File: src/hdl/cal_ctrl_defs.svh
`ifndef CAL_CTRL_DEFS_SVH
`define CAL_CTRL_DEFS_SVH

// register byte offsets
`define REG_CTRL        8'h00
`define REG_STATUS      8'h04
`define REG_CAL_RESULT  8'h08
`define REG_AMP_GAIN    8'h0C
`define REG_AMP_OFFSET  8'h10
`define REG_MOD_ZERO    8'h14
`define REG_OFS_GAIN    8'h18
`define REG_OFS_POS     8'h1C
`define REG_OFS_NEG     8'h20
`define REG_PREAMP_ZERO 8'h24
`define REG_SC_ZERO     8'h28
`define REG_TRIG_COUNT  8'h2C
`define REG_OUT_FREQ    8'h30
`define REG_CUR_GAIN    8'h34
`define REG_TBL_BASE    8'h40
`define REG_TBL_LAST    8'h54

// control register fields
`define CTRL_START_CAL  0
`define CTRL_COMMIT     1
`define CTRL_CORR_EN    2
`define CTRL_CONT       3
`define CTRL_GATE       4
`define CTRL_SOFT_TRIG  5
`define CTRL_RESET      32'h0000_000C

// status register fields
`define STAT_CAL_BUSY   0
`define STAT_COMMIT_BSY 1
`define STAT_OUT_EN     2
`define STAT_CAL_OK     3

// value widths and defaults
`define DAC_DEFAULT     12'h800
`define GAIN_DEFAULT    20'h00000
`define UNITY_GAIN      16'h1000
`define GAIN_MAX        20'h3E800
`define DAC_MAX         12'hFFF
`define CAL_LAST_STEP   8'h06
`define TBL_ENTRIES     6
`define FREQ_F0         16'h0000
`define FREQ_F1         16'h1B58
`define FREQ_F2         16'h32C8
`define FREQ_F3         16'h4268
`define FREQ_F4         16'h4E20
`define FREQ_F5         16'h61A8
`define TRIG_COUNT_DEF  20'h00001
`define AXI_OKAY        2'h0
`define AXI_SLVERR      2'h2

`endif

File: src/hdl/cal_ctrl_pkg.sv
package cal_ctrl_pkg;
    typedef enum logic [2:0] {
        CAL_IDLE   = 3'b000,
        CAL_STEP   = 3'b001,
        CAL_PASS   = 3'b010,
        CAL_FAIL   = 3'b011,
        CAL_COMMIT = 3'b100
    } cal_state_t;

    typedef enum logic [1:0] {
        RUN_CONT  = 2'b00,
        RUN_TRIG  = 2'b01,
        RUN_GATED = 2'b10
    } run_mode_t;
endpackage

File: src/hdl/self_cal_and_run_mode_control.sv
// The register addresses and the AXI4-Lite register port were chosen for this implementation.
`timescale 1ns/1ps
`include "cal_ctrl_defs.svh"
module self_cal_and_run_mode_control (
    input  wire logic        aclk,
    input  wire logic        aresetn,
    input  wire logic [7:0]  s_axi_awaddr,
    input  wire logic        s_axi_awvalid,
    output logic             s_axi_awready,
    input  wire logic [31:0] s_axi_wdata,
    input  wire logic [3:0]  s_axi_wstrb,
    input  wire logic        s_axi_wvalid,
    output logic             s_axi_wready,
    output logic [1:0]       s_axi_bresp,
    output logic             s_axi_bvalid,
    input  wire logic        s_axi_bready,
    input  wire logic [7:0]  s_axi_araddr,
    input  wire logic        s_axi_arvalid,
    output logic             s_axi_arready,
    output logic [31:0]      s_axi_rdata,
    output logic [1:0]       s_axi_rresp,
    output logic             s_axi_rvalid,
    input  wire logic        s_axi_rready,
    input  wire logic        cal_step_done,
    input  wire logic [7:0]  cal_step_error,
    input  wire logic        trig_in,
    input  wire logic        wave_cycle_end,
    output logic [7:0]       cal_step_num_ff,
    output logic             cal_step_go_ff,
    output logic             nvm_write_ff,
    input  wire logic        nvm_done,
    output logic [11:0]      amp_offset_dac_ff,
    output logic [11:0]      mod_zero_dac_ff,
    output logic [11:0]      ofs_pos_dac_ff,
    output logic [11:0]      ofs_neg_dac_ff,
    output logic [11:0]      preamp_zero_dac_ff,
    output logic [11:0]      sc_zero_dac_ff,
    output logic [19:0]      amp_gain_out_ff,
    output logic [19:0]      ofs_gain_out_ff,
    output logic [15:0]      freq_gain_ff,
    output logic             wave_out_en_ff
);
    // corrections used when the stored data is disabled
    localparam logic [11:0] DAC_DEF = `DAC_DEFAULT;

    cal_ctrl_pkg::cal_state_t cal_st_ff;
    cal_ctrl_pkg::run_mode_t  mode;
    logic [31:0] ctrl_ff;
    logic [15:0] cal_result_ff;
    logic        cal_ok_ff;
    logic [19:0] amp_gain_ff, ofs_gain_ff, trig_count_ff, cyc_left_ff;
    logic [11:0] amp_ofs_ff, mod_zero_ff, ofs_pos_ff, ofs_neg_ff;
    logic [11:0] preamp_zero_ff, sc_zero_ff;
    logic [15:0] out_freq_ff;
    logic [15:0] tbl_freq_ff [0:5];
    logic [15:0] tbl_gain_ff [0:5];
    logic [7:0]  aw_addr_ff;
    logic [31:0] w_data_ff;
    logic        aw_have_ff, w_have_ff;
    logic        wr_go, start_pulse, commit_pulse, trig_pulse;
    logic        trig_m_ff, trig_s_ff, trig_d_ff;
    logic        cyc_m_ff, cyc_s_ff, cyc_d_ff, cyc_edge;
    logic        done_m_ff, done_s_ff, done_d_ff, done_edge;
    logic        nvd_m_ff, nvd_s_ff;
    logic [7:0]  err_m_ff, err_s_ff;

    function automatic logic [11:0] clamp12(input logic [31:0] v);
        clamp12 = v[11:0];
    endfunction

    function automatic logic [19:0] clamp_gain(input logic [31:0] v);
        clamp_gain = (v[19:0] > `GAIN_MAX || v[31:20] != 12'h000)
                     ? `GAIN_MAX : v[19:0];
    endfunction

    function automatic logic is_tbl(input logic [7:0] a);
        is_tbl = (a >= `REG_TBL_BASE) && (a <= `REG_TBL_LAST);
    endfunction

    // pins from outside the clock domain pass two flops first
    always_ff @(posedge aclk) begin
        trig_m_ff <= trig_in;
        trig_s_ff <= trig_m_ff;
        trig_d_ff <= trig_s_ff;
        cyc_m_ff  <= wave_cycle_end;
        cyc_s_ff  <= cyc_m_ff;
        cyc_d_ff  <= cyc_s_ff;
        done_m_ff <= cal_step_done;
        done_s_ff <= done_m_ff;
        done_d_ff <= done_s_ff;
        nvd_m_ff  <= nvm_done;
        nvd_s_ff  <= nvd_m_ff;
        err_m_ff  <= cal_step_error;
        err_s_ff  <= err_m_ff;
    end
    assign cyc_edge  = cyc_s_ff & ~cyc_d_ff;
    assign done_edge = done_s_ff & ~done_d_ff;

    // write channel: address and data taken in either order
    assign s_axi_awready = ~aw_have_ff & ~s_axi_bvalid;
    assign s_axi_wready  = ~w_have_ff & ~s_axi_bvalid;
    assign wr_go = aw_have_ff & w_have_ff;

    always_ff @(posedge aclk) begin
        if (!aresetn) begin
            aw_have_ff <= 1'b0;
            w_have_ff  <= 1'b0;
            aw_addr_ff <= 8'h00;
            w_data_ff  <= 32'h0000_0000;
            s_axi_bvalid <= 1'b0;
            s_axi_bresp  <= `AXI_OKAY;
        end else begin
            if (s_axi_awvalid && s_axi_awready) begin
                aw_have_ff <= 1'b1;
                aw_addr_ff <= s_axi_awaddr;
            end
            if (s_axi_wvalid && s_axi_wready) begin
                w_have_ff <= 1'b1;
                w_data_ff <= s_axi_wdata;
            end
            if (wr_go) begin
                aw_have_ff   <= 1'b0;
                w_have_ff    <= 1'b0;
                s_axi_bvalid <= 1'b1;
                s_axi_bresp  <= (aw_addr_ff <= `REG_CUR_GAIN
                                 || is_tbl(aw_addr_ff))
                                ? `AXI_OKAY : `AXI_SLVERR;
            end else if (s_axi_bvalid && s_axi_bready) begin
                s_axi_bvalid <= 1'b0;
            end
        end
    end

    // command pulses; start and commit ignored while calibration is busy
    assign start_pulse  = wr_go && aw_addr_ff == `REG_CTRL
                          && w_data_ff[`CTRL_START_CAL]
                          && cal_st_ff == cal_ctrl_pkg::CAL_IDLE;
    assign commit_pulse = wr_go && aw_addr_ff == `REG_CTRL
                          && w_data_ff[`CTRL_COMMIT]
                          && cal_st_ff == cal_ctrl_pkg::CAL_IDLE;
    assign trig_pulse   = (trig_s_ff & ~trig_d_ff)
                          | (wr_go && aw_addr_ff == `REG_CTRL
                             && w_data_ff[`CTRL_SOFT_TRIG]);

    // correction values, written directly by register writes
    always_ff @(posedge aclk) begin
        if (!aresetn) begin
            ctrl_ff        <= `CTRL_RESET;
            amp_gain_ff    <= `GAIN_DEFAULT;
            amp_ofs_ff     <= `DAC_DEFAULT;
            mod_zero_ff    <= `DAC_DEFAULT;
            ofs_gain_ff    <= `GAIN_DEFAULT;
            ofs_pos_ff     <= `DAC_DEFAULT;
            ofs_neg_ff     <= `DAC_DEFAULT;
            preamp_zero_ff <= `DAC_DEFAULT;
            sc_zero_ff     <= `DAC_DEFAULT;
            trig_count_ff  <= `TRIG_COUNT_DEF;
            out_freq_ff    <= 16'h0000;
        end else if (wr_go) begin
            case (aw_addr_ff)
                `REG_CTRL:        ctrl_ff <= {26'h0, 1'b0, w_data_ff[4:2], 2'b00};
                `REG_AMP_GAIN:    amp_gain_ff    <= clamp_gain(w_data_ff);
                `REG_AMP_OFFSET:  amp_ofs_ff     <= clamp12(w_data_ff);
                `REG_MOD_ZERO:    mod_zero_ff    <= clamp12(w_data_ff);
                `REG_OFS_GAIN:    ofs_gain_ff    <= clamp_gain(w_data_ff);
                `REG_OFS_POS:     ofs_pos_ff     <= clamp12(w_data_ff);
                `REG_OFS_NEG:     ofs_neg_ff     <= clamp12(w_data_ff);
                `REG_PREAMP_ZERO: preamp_zero_ff <= clamp12(w_data_ff);
                `REG_SC_ZERO:     sc_zero_ff     <= clamp12(w_data_ff);
                `REG_TRIG_COUNT:  trig_count_ff  <= (w_data_ff[19:0] == 20'h0)
                                  ? `TRIG_COUNT_DEF : w_data_ff[19:0];
                `REG_OUT_FREQ:    out_freq_ff    <= w_data_ff[15:0];
                default: ;
            endcase
        end
        if (aresetn && cal_st_ff == cal_ctrl_pkg::CAL_PASS) begin
            ctrl_ff[`CTRL_CORR_EN] <= 1'b1;
        end else if (aresetn && cal_st_ff == cal_ctrl_pkg::CAL_FAIL) begin
            ctrl_ff[`CTRL_CORR_EN] <= 1'b0;
        end
    end

    // frequency/gain table: each word is {freq[31:16], gain[15:0]}
    genvar gi;
    generate
        for (gi = 0; gi < `TBL_ENTRIES; gi++) begin : g_tbl
            localparam logic [7:0] ADDR = 8'(`REG_TBL_BASE + 4 * gi);
            localparam logic [15:0] FDEF = (gi == 0) ? `FREQ_F0 :
                (gi == 1) ? `FREQ_F1 : (gi == 2) ? `FREQ_F2 :
                (gi == 3) ? `FREQ_F3 : (gi == 4) ? `FREQ_F4 : `FREQ_F5;
            always_ff @(posedge aclk) begin
                if (!aresetn) begin
                    tbl_freq_ff[gi] <= FDEF;
                    tbl_gain_ff[gi] <= `UNITY_GAIN;
                end else if (wr_go && aw_addr_ff == ADDR) begin
                    tbl_freq_ff[gi] <= w_data_ff[31:16];
                    tbl_gain_ff[gi] <= w_data_ff[15:0];
                end
            end
        end
    endgenerate

    // interpolation: find segment, then one multiply and divide per clock
    logic [2:0]  seg;
    logic [15:0] f_lo, f_hi, g_lo, g_hi, df, dx;
    logic signed [17:0] dg;
    logic signed [35:0] prod;
    logic [15:0] interp;
    always_comb begin
        seg = 3'd0;
        for (int i = 1; i < `TBL_ENTRIES - 1; i++) begin
            if (out_freq_ff >= tbl_freq_ff[i]) seg = 3'(i);
        end
        f_lo = tbl_freq_ff[seg];
        f_hi = tbl_freq_ff[seg + 3'd1];
        g_lo = tbl_gain_ff[seg];
        g_hi = tbl_gain_ff[seg + 3'd1];
        df   = f_hi - f_lo;
        dx   = (out_freq_ff > f_hi) ? df : out_freq_ff - f_lo;
        dg   = $signed({2'b00, g_hi}) - $signed({2'b00, g_lo});
        prod = dg * $signed({2'b00, dx});
        if (df == 16'h0000) interp = g_lo;
        else interp = 16'($signed({2'b00, g_lo}) + prod / $signed({2'b00, df}));
    end

    // calibration sequencer
    always_ff @(posedge aclk) begin
        if (!aresetn) begin
            cal_st_ff       <= cal_ctrl_pkg::CAL_IDLE;
            cal_step_num_ff <= 8'h00;
            cal_step_go_ff  <= 1'b0;
            cal_result_ff   <= 16'h0000;
            cal_ok_ff       <= 1'b0;
            nvm_write_ff    <= 1'b0;
        end else begin
            cal_step_go_ff <= 1'b0;
            case (cal_st_ff)
                cal_ctrl_pkg::CAL_IDLE: begin
                    if (start_pulse) begin
                        cal_step_num_ff <= 8'h01;
                        cal_step_go_ff  <= 1'b1;
                        cal_st_ff       <= cal_ctrl_pkg::CAL_STEP;
                    end else if (commit_pulse) begin
                        nvm_write_ff <= 1'b1;
                        cal_st_ff    <= cal_ctrl_pkg::CAL_COMMIT;
                    end
                end
                cal_ctrl_pkg::CAL_STEP: begin
                    if (done_edge) begin
                        if (err_s_ff != 8'h00) begin
                            cal_result_ff <= {err_s_ff, cal_step_num_ff};
                            cal_st_ff     <= cal_ctrl_pkg::CAL_FAIL;
                        end else if (cal_step_num_ff == `CAL_LAST_STEP) begin
                            cal_result_ff <= 16'h0000;
                            cal_st_ff     <= cal_ctrl_pkg::CAL_PASS;
                        end else begin
                            cal_step_num_ff <= cal_step_num_ff + 8'h01;
                            cal_step_go_ff  <= 1'b1;
                        end
                    end
                end
                cal_ctrl_pkg::CAL_PASS: begin
                    cal_ok_ff    <= 1'b1;
                    nvm_write_ff <= 1'b1;
                    cal_st_ff    <= cal_ctrl_pkg::CAL_COMMIT;
                end
                cal_ctrl_pkg::CAL_FAIL: begin
                    cal_ok_ff <= 1'b0;
                    cal_st_ff <= cal_ctrl_pkg::CAL_IDLE;
                end
                cal_ctrl_pkg::CAL_COMMIT: begin
                    if (nvd_s_ff) begin
                        nvm_write_ff <= 1'b0;
                        cal_st_ff    <= cal_ctrl_pkg::CAL_IDLE;
                    end
                end
                default: cal_st_ff <= cal_ctrl_pkg::CAL_IDLE;
            endcase
        end
    end

    // outputs apply stored values only while corrections are enabled, except the mod, preamp and sc zero DACs, which always do
    always_ff @(posedge aclk) begin
        if (!aresetn) begin
            amp_offset_dac_ff  <= `DAC_DEFAULT;
            mod_zero_dac_ff    <= `DAC_DEFAULT;
            ofs_pos_dac_ff     <= `DAC_DEFAULT;
            ofs_neg_dac_ff     <= `DAC_DEFAULT;
            preamp_zero_dac_ff <= `DAC_DEFAULT;
            sc_zero_dac_ff     <= `DAC_DEFAULT;
            amp_gain_out_ff    <= `GAIN_DEFAULT;
            ofs_gain_out_ff    <= `GAIN_DEFAULT;
            freq_gain_ff       <= `UNITY_GAIN;
        end else begin
            mod_zero_dac_ff    <= mod_zero_ff;
            preamp_zero_dac_ff <= preamp_zero_ff;
            sc_zero_dac_ff     <= sc_zero_ff;
            if (ctrl_ff[`CTRL_CORR_EN]) begin
                amp_offset_dac_ff <= amp_ofs_ff;
                ofs_pos_dac_ff    <= ofs_pos_ff;
                ofs_neg_dac_ff    <= ofs_neg_ff;
                amp_gain_out_ff   <= amp_gain_ff;
                ofs_gain_out_ff   <= ofs_gain_ff;
                freq_gain_ff      <= interp;
            end else begin
                amp_offset_dac_ff <= DAC_DEF;
                ofs_pos_dac_ff    <= DAC_DEF;
                ofs_neg_dac_ff    <= DAC_DEF;
                amp_gain_out_ff   <= `GAIN_DEFAULT;
                ofs_gain_out_ff   <= `GAIN_DEFAULT;
                freq_gain_ff      <= `UNITY_GAIN;
            end
        end
    end

    // run mode
    always_comb begin
        if (ctrl_ff[`CTRL_CONT]) mode = cal_ctrl_pkg::RUN_CONT;
        else if (ctrl_ff[`CTRL_GATE]) mode = cal_ctrl_pkg::RUN_GATED;
        else mode = cal_ctrl_pkg::RUN_TRIG;
    end

    always_ff @(posedge aclk) begin
        if (!aresetn) begin
            cyc_left_ff    <= 20'h00000;
            wave_out_en_ff <= 1'b0;
        end else begin
            case (mode)
                cal_ctrl_pkg::RUN_CONT: begin
                    cyc_left_ff    <= 20'h00000;
                    wave_out_en_ff <= 1'b1;
                end
                cal_ctrl_pkg::RUN_GATED: begin
                    cyc_left_ff    <= 20'h00000;
                    wave_out_en_ff <= trig_s_ff;
                end
                cal_ctrl_pkg::RUN_TRIG: begin
                    // a trigger during a burst is ignored until it ends
                    if (cyc_left_ff == 20'h00000) begin
                        if (trig_pulse) begin
                            cyc_left_ff    <= trig_count_ff;
                            wave_out_en_ff <= 1'b1;
                        end else begin
                            wave_out_en_ff <= 1'b0;
                        end
                    end else if (cyc_edge) begin
                        cyc_left_ff <= cyc_left_ff - 20'h00001;
                        if (cyc_left_ff == 20'h00001) wave_out_en_ff <= 1'b0;
                    end
                end
                default: wave_out_en_ff <= 1'b0;
            endcase
        end
    end

    // read channel, one cycle after address is taken
    assign s_axi_arready = ~s_axi_rvalid;
    always_ff @(posedge aclk) begin
        if (!aresetn) begin
            s_axi_rvalid <= 1'b0;
            s_axi_rdata  <= 32'h0000_0000;
            s_axi_rresp  <= `AXI_OKAY;
        end else if (s_axi_arvalid && s_axi_arready) begin
            s_axi_rvalid <= 1'b1;
            s_axi_rresp  <= `AXI_OKAY;
            case (s_axi_araddr)
                `REG_CTRL:        s_axi_rdata <= ctrl_ff;
                `REG_STATUS:      s_axi_rdata <= {28'h0, cal_ok_ff,
                    wave_out_en_ff,
                    cal_st_ff == cal_ctrl_pkg::CAL_COMMIT,
                    cal_st_ff inside {cal_ctrl_pkg::CAL_STEP,
                        cal_ctrl_pkg::CAL_PASS, cal_ctrl_pkg::CAL_FAIL}};
                `REG_CAL_RESULT:  s_axi_rdata <= {16'h0, cal_result_ff};
                `REG_AMP_GAIN:    s_axi_rdata <= {12'h0, amp_gain_ff};
                `REG_AMP_OFFSET:  s_axi_rdata <= {20'h0, amp_ofs_ff};
                `REG_MOD_ZERO:    s_axi_rdata <= {20'h0, mod_zero_ff};
                `REG_OFS_GAIN:    s_axi_rdata <= {12'h0, ofs_gain_ff};
                `REG_OFS_POS:     s_axi_rdata <= {20'h0, ofs_pos_ff};
                `REG_OFS_NEG:     s_axi_rdata <= {20'h0, ofs_neg_ff};
                `REG_PREAMP_ZERO: s_axi_rdata <= {20'h0, preamp_zero_ff};
                `REG_SC_ZERO:     s_axi_rdata <= {20'h0, sc_zero_ff};
                `REG_TRIG_COUNT:  s_axi_rdata <= {12'h0, trig_count_ff};
                `REG_OUT_FREQ:    s_axi_rdata <= {16'h0, out_freq_ff};
                `REG_CUR_GAIN:    s_axi_rdata <= {16'h0, freq_gain_ff};
                default: begin
                    if (is_tbl(s_axi_araddr)) begin
                        s_axi_rdata <= {tbl_freq_ff[3'(s_axi_araddr[4:2] + 3'd0)],
                                        tbl_gain_ff[3'(s_axi_araddr[4:2])]};
                    end else begin
                        s_axi_rdata <= 32'h0000_0000;
                        s_axi_rresp <= `AXI_SLVERR;
                    end
                end
            endcase
        end else if (s_axi_rready) begin
            s_axi_rvalid <= 1'b0;
        end
    end
endmodule
File: config.mk
export PLATFORM = sky130hd
export DESIGN_NAME = self_cal_and_run_mode_control
export DESIGN_NICKNAME = d
export VERILOG_FILES = /design/src/hdl/cal_ctrl_pkg.sv /design/src/hdl/self_cal_and_run_mode_control.sv
export VERILOG_INCLUDE_DIRS = /design/src /design/src/hdl
export SDC_FILE = /design/constraint.sdc
export NUM_CORES = 2
export LEC_CHECK = 0
export BUFFER_PORTS_ARGS = -buffer_cell sky130_fd_sc_hd__buf_2
export CAP_MARGIN = 20
export CORE_MARGIN = 4
export CORE_UTILIZATION = 25
export DETAILED_ROUTE_END_ITERATION = 12
export HOLD_SLACK_MARGIN = 0.1
export PLACE_DENSITY = 0.48
export SYNTH_ARGS = -nofsm -noshare
export SYNTH_HDL_FRONTEND = slang
export SYNTH_SLANG_ARGS = --single-unit
File: constraint.sdc
create_clock -name aclk -period 190.5 [get_ports aclk]
set_clock_uncertainty 0.2 [all_clocks]
set_input_delay 28.575 -clock aclk [delete_from_list [all_inputs] [get_ports aclk]]
set_output_delay 28.575 -clock aclk [all_outputs]
set_load 0.01 [all_outputs]
==> metrics.md <==
| Metric | Value |
|---|---|
| Status | `finished, final reports clean` |
| Hold Crit Depth | `0` |
| Main flop type after synthesis | `dfxtp_1` |
| Clock Pin Slew Worst Setup and Hold Paths | `0.07 ns` |
| Largest net degree at the start of global routing | `109` |
| Grt ovf | `0` |
| WP data required | `190.79 ns` |
| Min Tclk post-route | `151.75 ns` |
| RR Startpoint | `out_freq_ff[15]` |
| Number of global-route vias before repair | `66,400` |
| RR Endpoint | `freq_gain_ff[15]` |
| Share of layout cells above drive strength 1 | `9.98%` |
| P&R area growth vs syn | `11.3%` |
| Worst path most repeated cell | `o21a_1` |
| MaxCap Viol Count | `0` |
| DIE HEIGHT | `545 um` |
| Post-cts sizing count | `0` |
| Ys async rst share | `0%` |
| Setup Fix Bufs, Post-CTS | `0` |
| Via/cell ratio | `5.30` |
| Iter 0 DRT Violations | `5,759` |
| Total CTS buffers | `61` |
| Htree depth | `2` |
| Tcrit/Tclk final | `79.7%` |
| Drt pass-1 iters | `6` |
| Hold path start | `err_m_ff[0]` |
| Final core occ | `28.0%` |
| Std cell rows | `196` |
| FF+latch count, synth | `627` |
| TNS Setup | `0 ns` |
| First-pass GRT wire length | `410,000 um` |
| CTS root buf | `clkbuf_16` |
| Synth cell types | `133` |
| Hold worst-path end | `err_s_ff[0]` |
| Final hold violation count | `0` |
| Worst-case reg-to-reg path depth | `612` |
| RSZ-0062 raised after global routing | `false` |
| Critical path origin | `out_freq_ff[15]` |
| # clock sinks | `627` |
| Worst Tran Pin Value | `1.16 ns` |
| CP top delay family | `compound AO/OA/AOI/OAI gates` |
| Layout Nets | `9,988` |
| Fmax achieved | `0.00659 GHz` |
| Worst skew pair latency | `0.69 ns` |
| Detail Placement HPWL | `209,000 um` |
| CP Launch Type | `register` |
| Reg2Reg Setup Slack | `38.75 ns` |
| Synth Warn # | `0` |
| Routed WL | `270,000 um` |
| Sequential area share after synthesis | `20.1%` |
| Fin. max-slew vios | `0` |
| Antenna Nets Post-Route | `0` |
| Port bufs | `244` |
| Setup CP Type | `reg -> reg` |
| Slowest stage cell, crit path | `nor2_1` |
| Hold Buf Count CTS | `0` |
| Worst path max stage delay | `0.96 ns` |
| Starting Density | `25.2%` |
| Post-route DRC | `0` |
| CTS tree | `built` |
| Total GRT Usage | `17.6%` |
| Max Root-Sink Buffers | `3` |
| Final number of setup-violating endpoints | `0` |
| Vias | `67,700` |
| HP Class | `reg -> reg` |
| Fillers | `30,600` |
| Die footprint | `297,000 um2` |
| GPL Wtd Cong | `0.910` |
| CP bufs+invs | `27` |
| Worst Path Max Fanout | `39` |
| Max-slew headroom | `22.5%` |
| Die W | `545 um` |
| Crit. End Element | `register` |
| Crit. path cell count | `612` |
| Mapped Cells | `8,874` |
| I/O Pins | `251` |
| Initial antenna violation count | `19` |
| Post-synth EDFFs | `192` |
| Core area | `286,000 um2` |
| Routed len/inst | `21.2 um` |
| Crit path DAT | `152.04 ns` |
| Mapped Avg Cell Area | `8.11 um2` |
| Mapped Area | `72,000 um2` |
[registers in the layout, indices dropped and copies added (netlist names), 20 cells and up]
signal,count
amp_gain_ff,20
amp_gain_out_ff,20
trig_count_ff,20
tbl_gain_ff,96
ofs_gain_out_ff,20
tbl_freq_ff,96
cyc_left_ff,20
w_data_ff,32
ofs_gain_ff,20
s_axi_rdata,32
[how the worst max path moves through the flow]
stage | to | slack (ns)
floorplan | freq_gain_ff[15] | 56.53
global placement | freq_gain_ff[15] | 40.89
detailed placement | freq_gain_ff[15] | 39.88
CTS | freq_gain_ff[15] | 39.14
global route | freq_gain_ff[15] | 26.94
finish | freq_gain_ff[15] | 38.75
[layout by cell type (no fill, tap or decap), types with 111 or more instances in the layout]
| cell type | n |
|---|---|
| nand2_1 | 995 |
| a21o_1 | 157 |
| nor2b_1 | 124 |
| buf_4 | 161 |
| inv_1 | 578 |
| o21ai_0 | 304 |
| mux2_2 | 111 |
| xor2_1 | 130 |
| buf_2 | 242 |
| a21boi_0 | 182 |
| nand3_1 | 177 |
| ha_1 | 691 |
| o31ai_1 | 186 |
| and3_1 | 145 |
| o21a_1 | 279 |
| fa_1 | 283 |
| edfxtp_1 | 192 |
| nor3_1 | 322 |
| dfxtp_1 | 434 |
| nor2_1 | 704 |
| a21oi_1 | 491 |
| xnor2_1 | 208 |
| mux2i_1 | 127 |
| and2_1 | 297 |
[kinds of logic after synthesis]
| family | count (synthesis) | synth area share [%] |
|---|---|---|
| and+or+nand+nor | 3268 | 22.1 |
| AOI/OAI and AO/OA | 2361 | 22.8 |
| buffers and inverters | 990 | 5.24 |
| adders and majority gates | 978 | 19.9 |
| DFF | 627 | 20.1 |
| xor gates and xnor gates | 344 | 4.21 |
| muxes | 305 | 5.56 |
| other | 1 | 0.00521 |
[stage by stage]
| step | area, um2 | std cells | setup slack, ns | hold slack [ns] |
|---|---|---|---|---|
| final | 80100 | 12800 | 38.75 | 0.128 |
| after global routing | 80100 | 12800 | 26.94 | 0.139 |
| after CTS | 80100 | 12800 | 39.14 | 0.129 |
| after detailed placement | 77900 | 12600 | 39.88 | 0.113 |
| after global placement | 77800 | 12600 | 40.89 | 0.116 |
| after floorplan | 72000 | 8877 | 56.53 | 0.110 |
[synthesized netlist by cell type (all sizes together) (71+ instances only)]
cell type	count	area, um2
ha	693	8670
nand3	178	896
a21boi	187	1400
nand2	998	3750
a21oi	498	2510
clkbuf	342	1280
nand4	71	478
fa	283	5670
xor2	133	1170
nor3	330	1680
a211oi	106	826
o31ai	189	1430
xnor2	211	1860
mux2i	128	1290
o21ai	342	1710
or3	79	499
and2	297	1860
o21a	279	2090
a21o	159	1190
nor2	720	2710
nand2b	100	626
mux2	114	1290
dfxtp	435	8710
and3	148	931
edfxtp	192	5770
inv	583	2190
nor2b	125	782
[cell type report]
class,count,area (um2),area share [%]
Sequential cell,627,14500,18.1
Timing Repair Buffer,407,2480,3.10
Multi-Input combinational cell,7260,54000,67.4
Tap cell,3762,4710,5.88
Inverter,584,2190,2.74
Clock inverter,42,538,0.672
Antenna cell,6,15.0,0.0187
Clock buffer,74,1680,2.10
[per-layer routing]
metal / wire (um) / up-vias / global-route usage [%] / share of wire, %
met5: 41 / - / 0 / 0.015
met2: 118000 / 2312 / 28.1 / 44
met1: 125000 / 32700 / 24.5 / 46
li1: - / 32200 / - / -
met4: 8160 / 6 / 4.86 / 3.0
met3: 18800 / 418 / 2.70 / 7.0
Power is not shown: default switching activity piles up to over one toggle a cycle in this logic, so the estimate is an artifact.
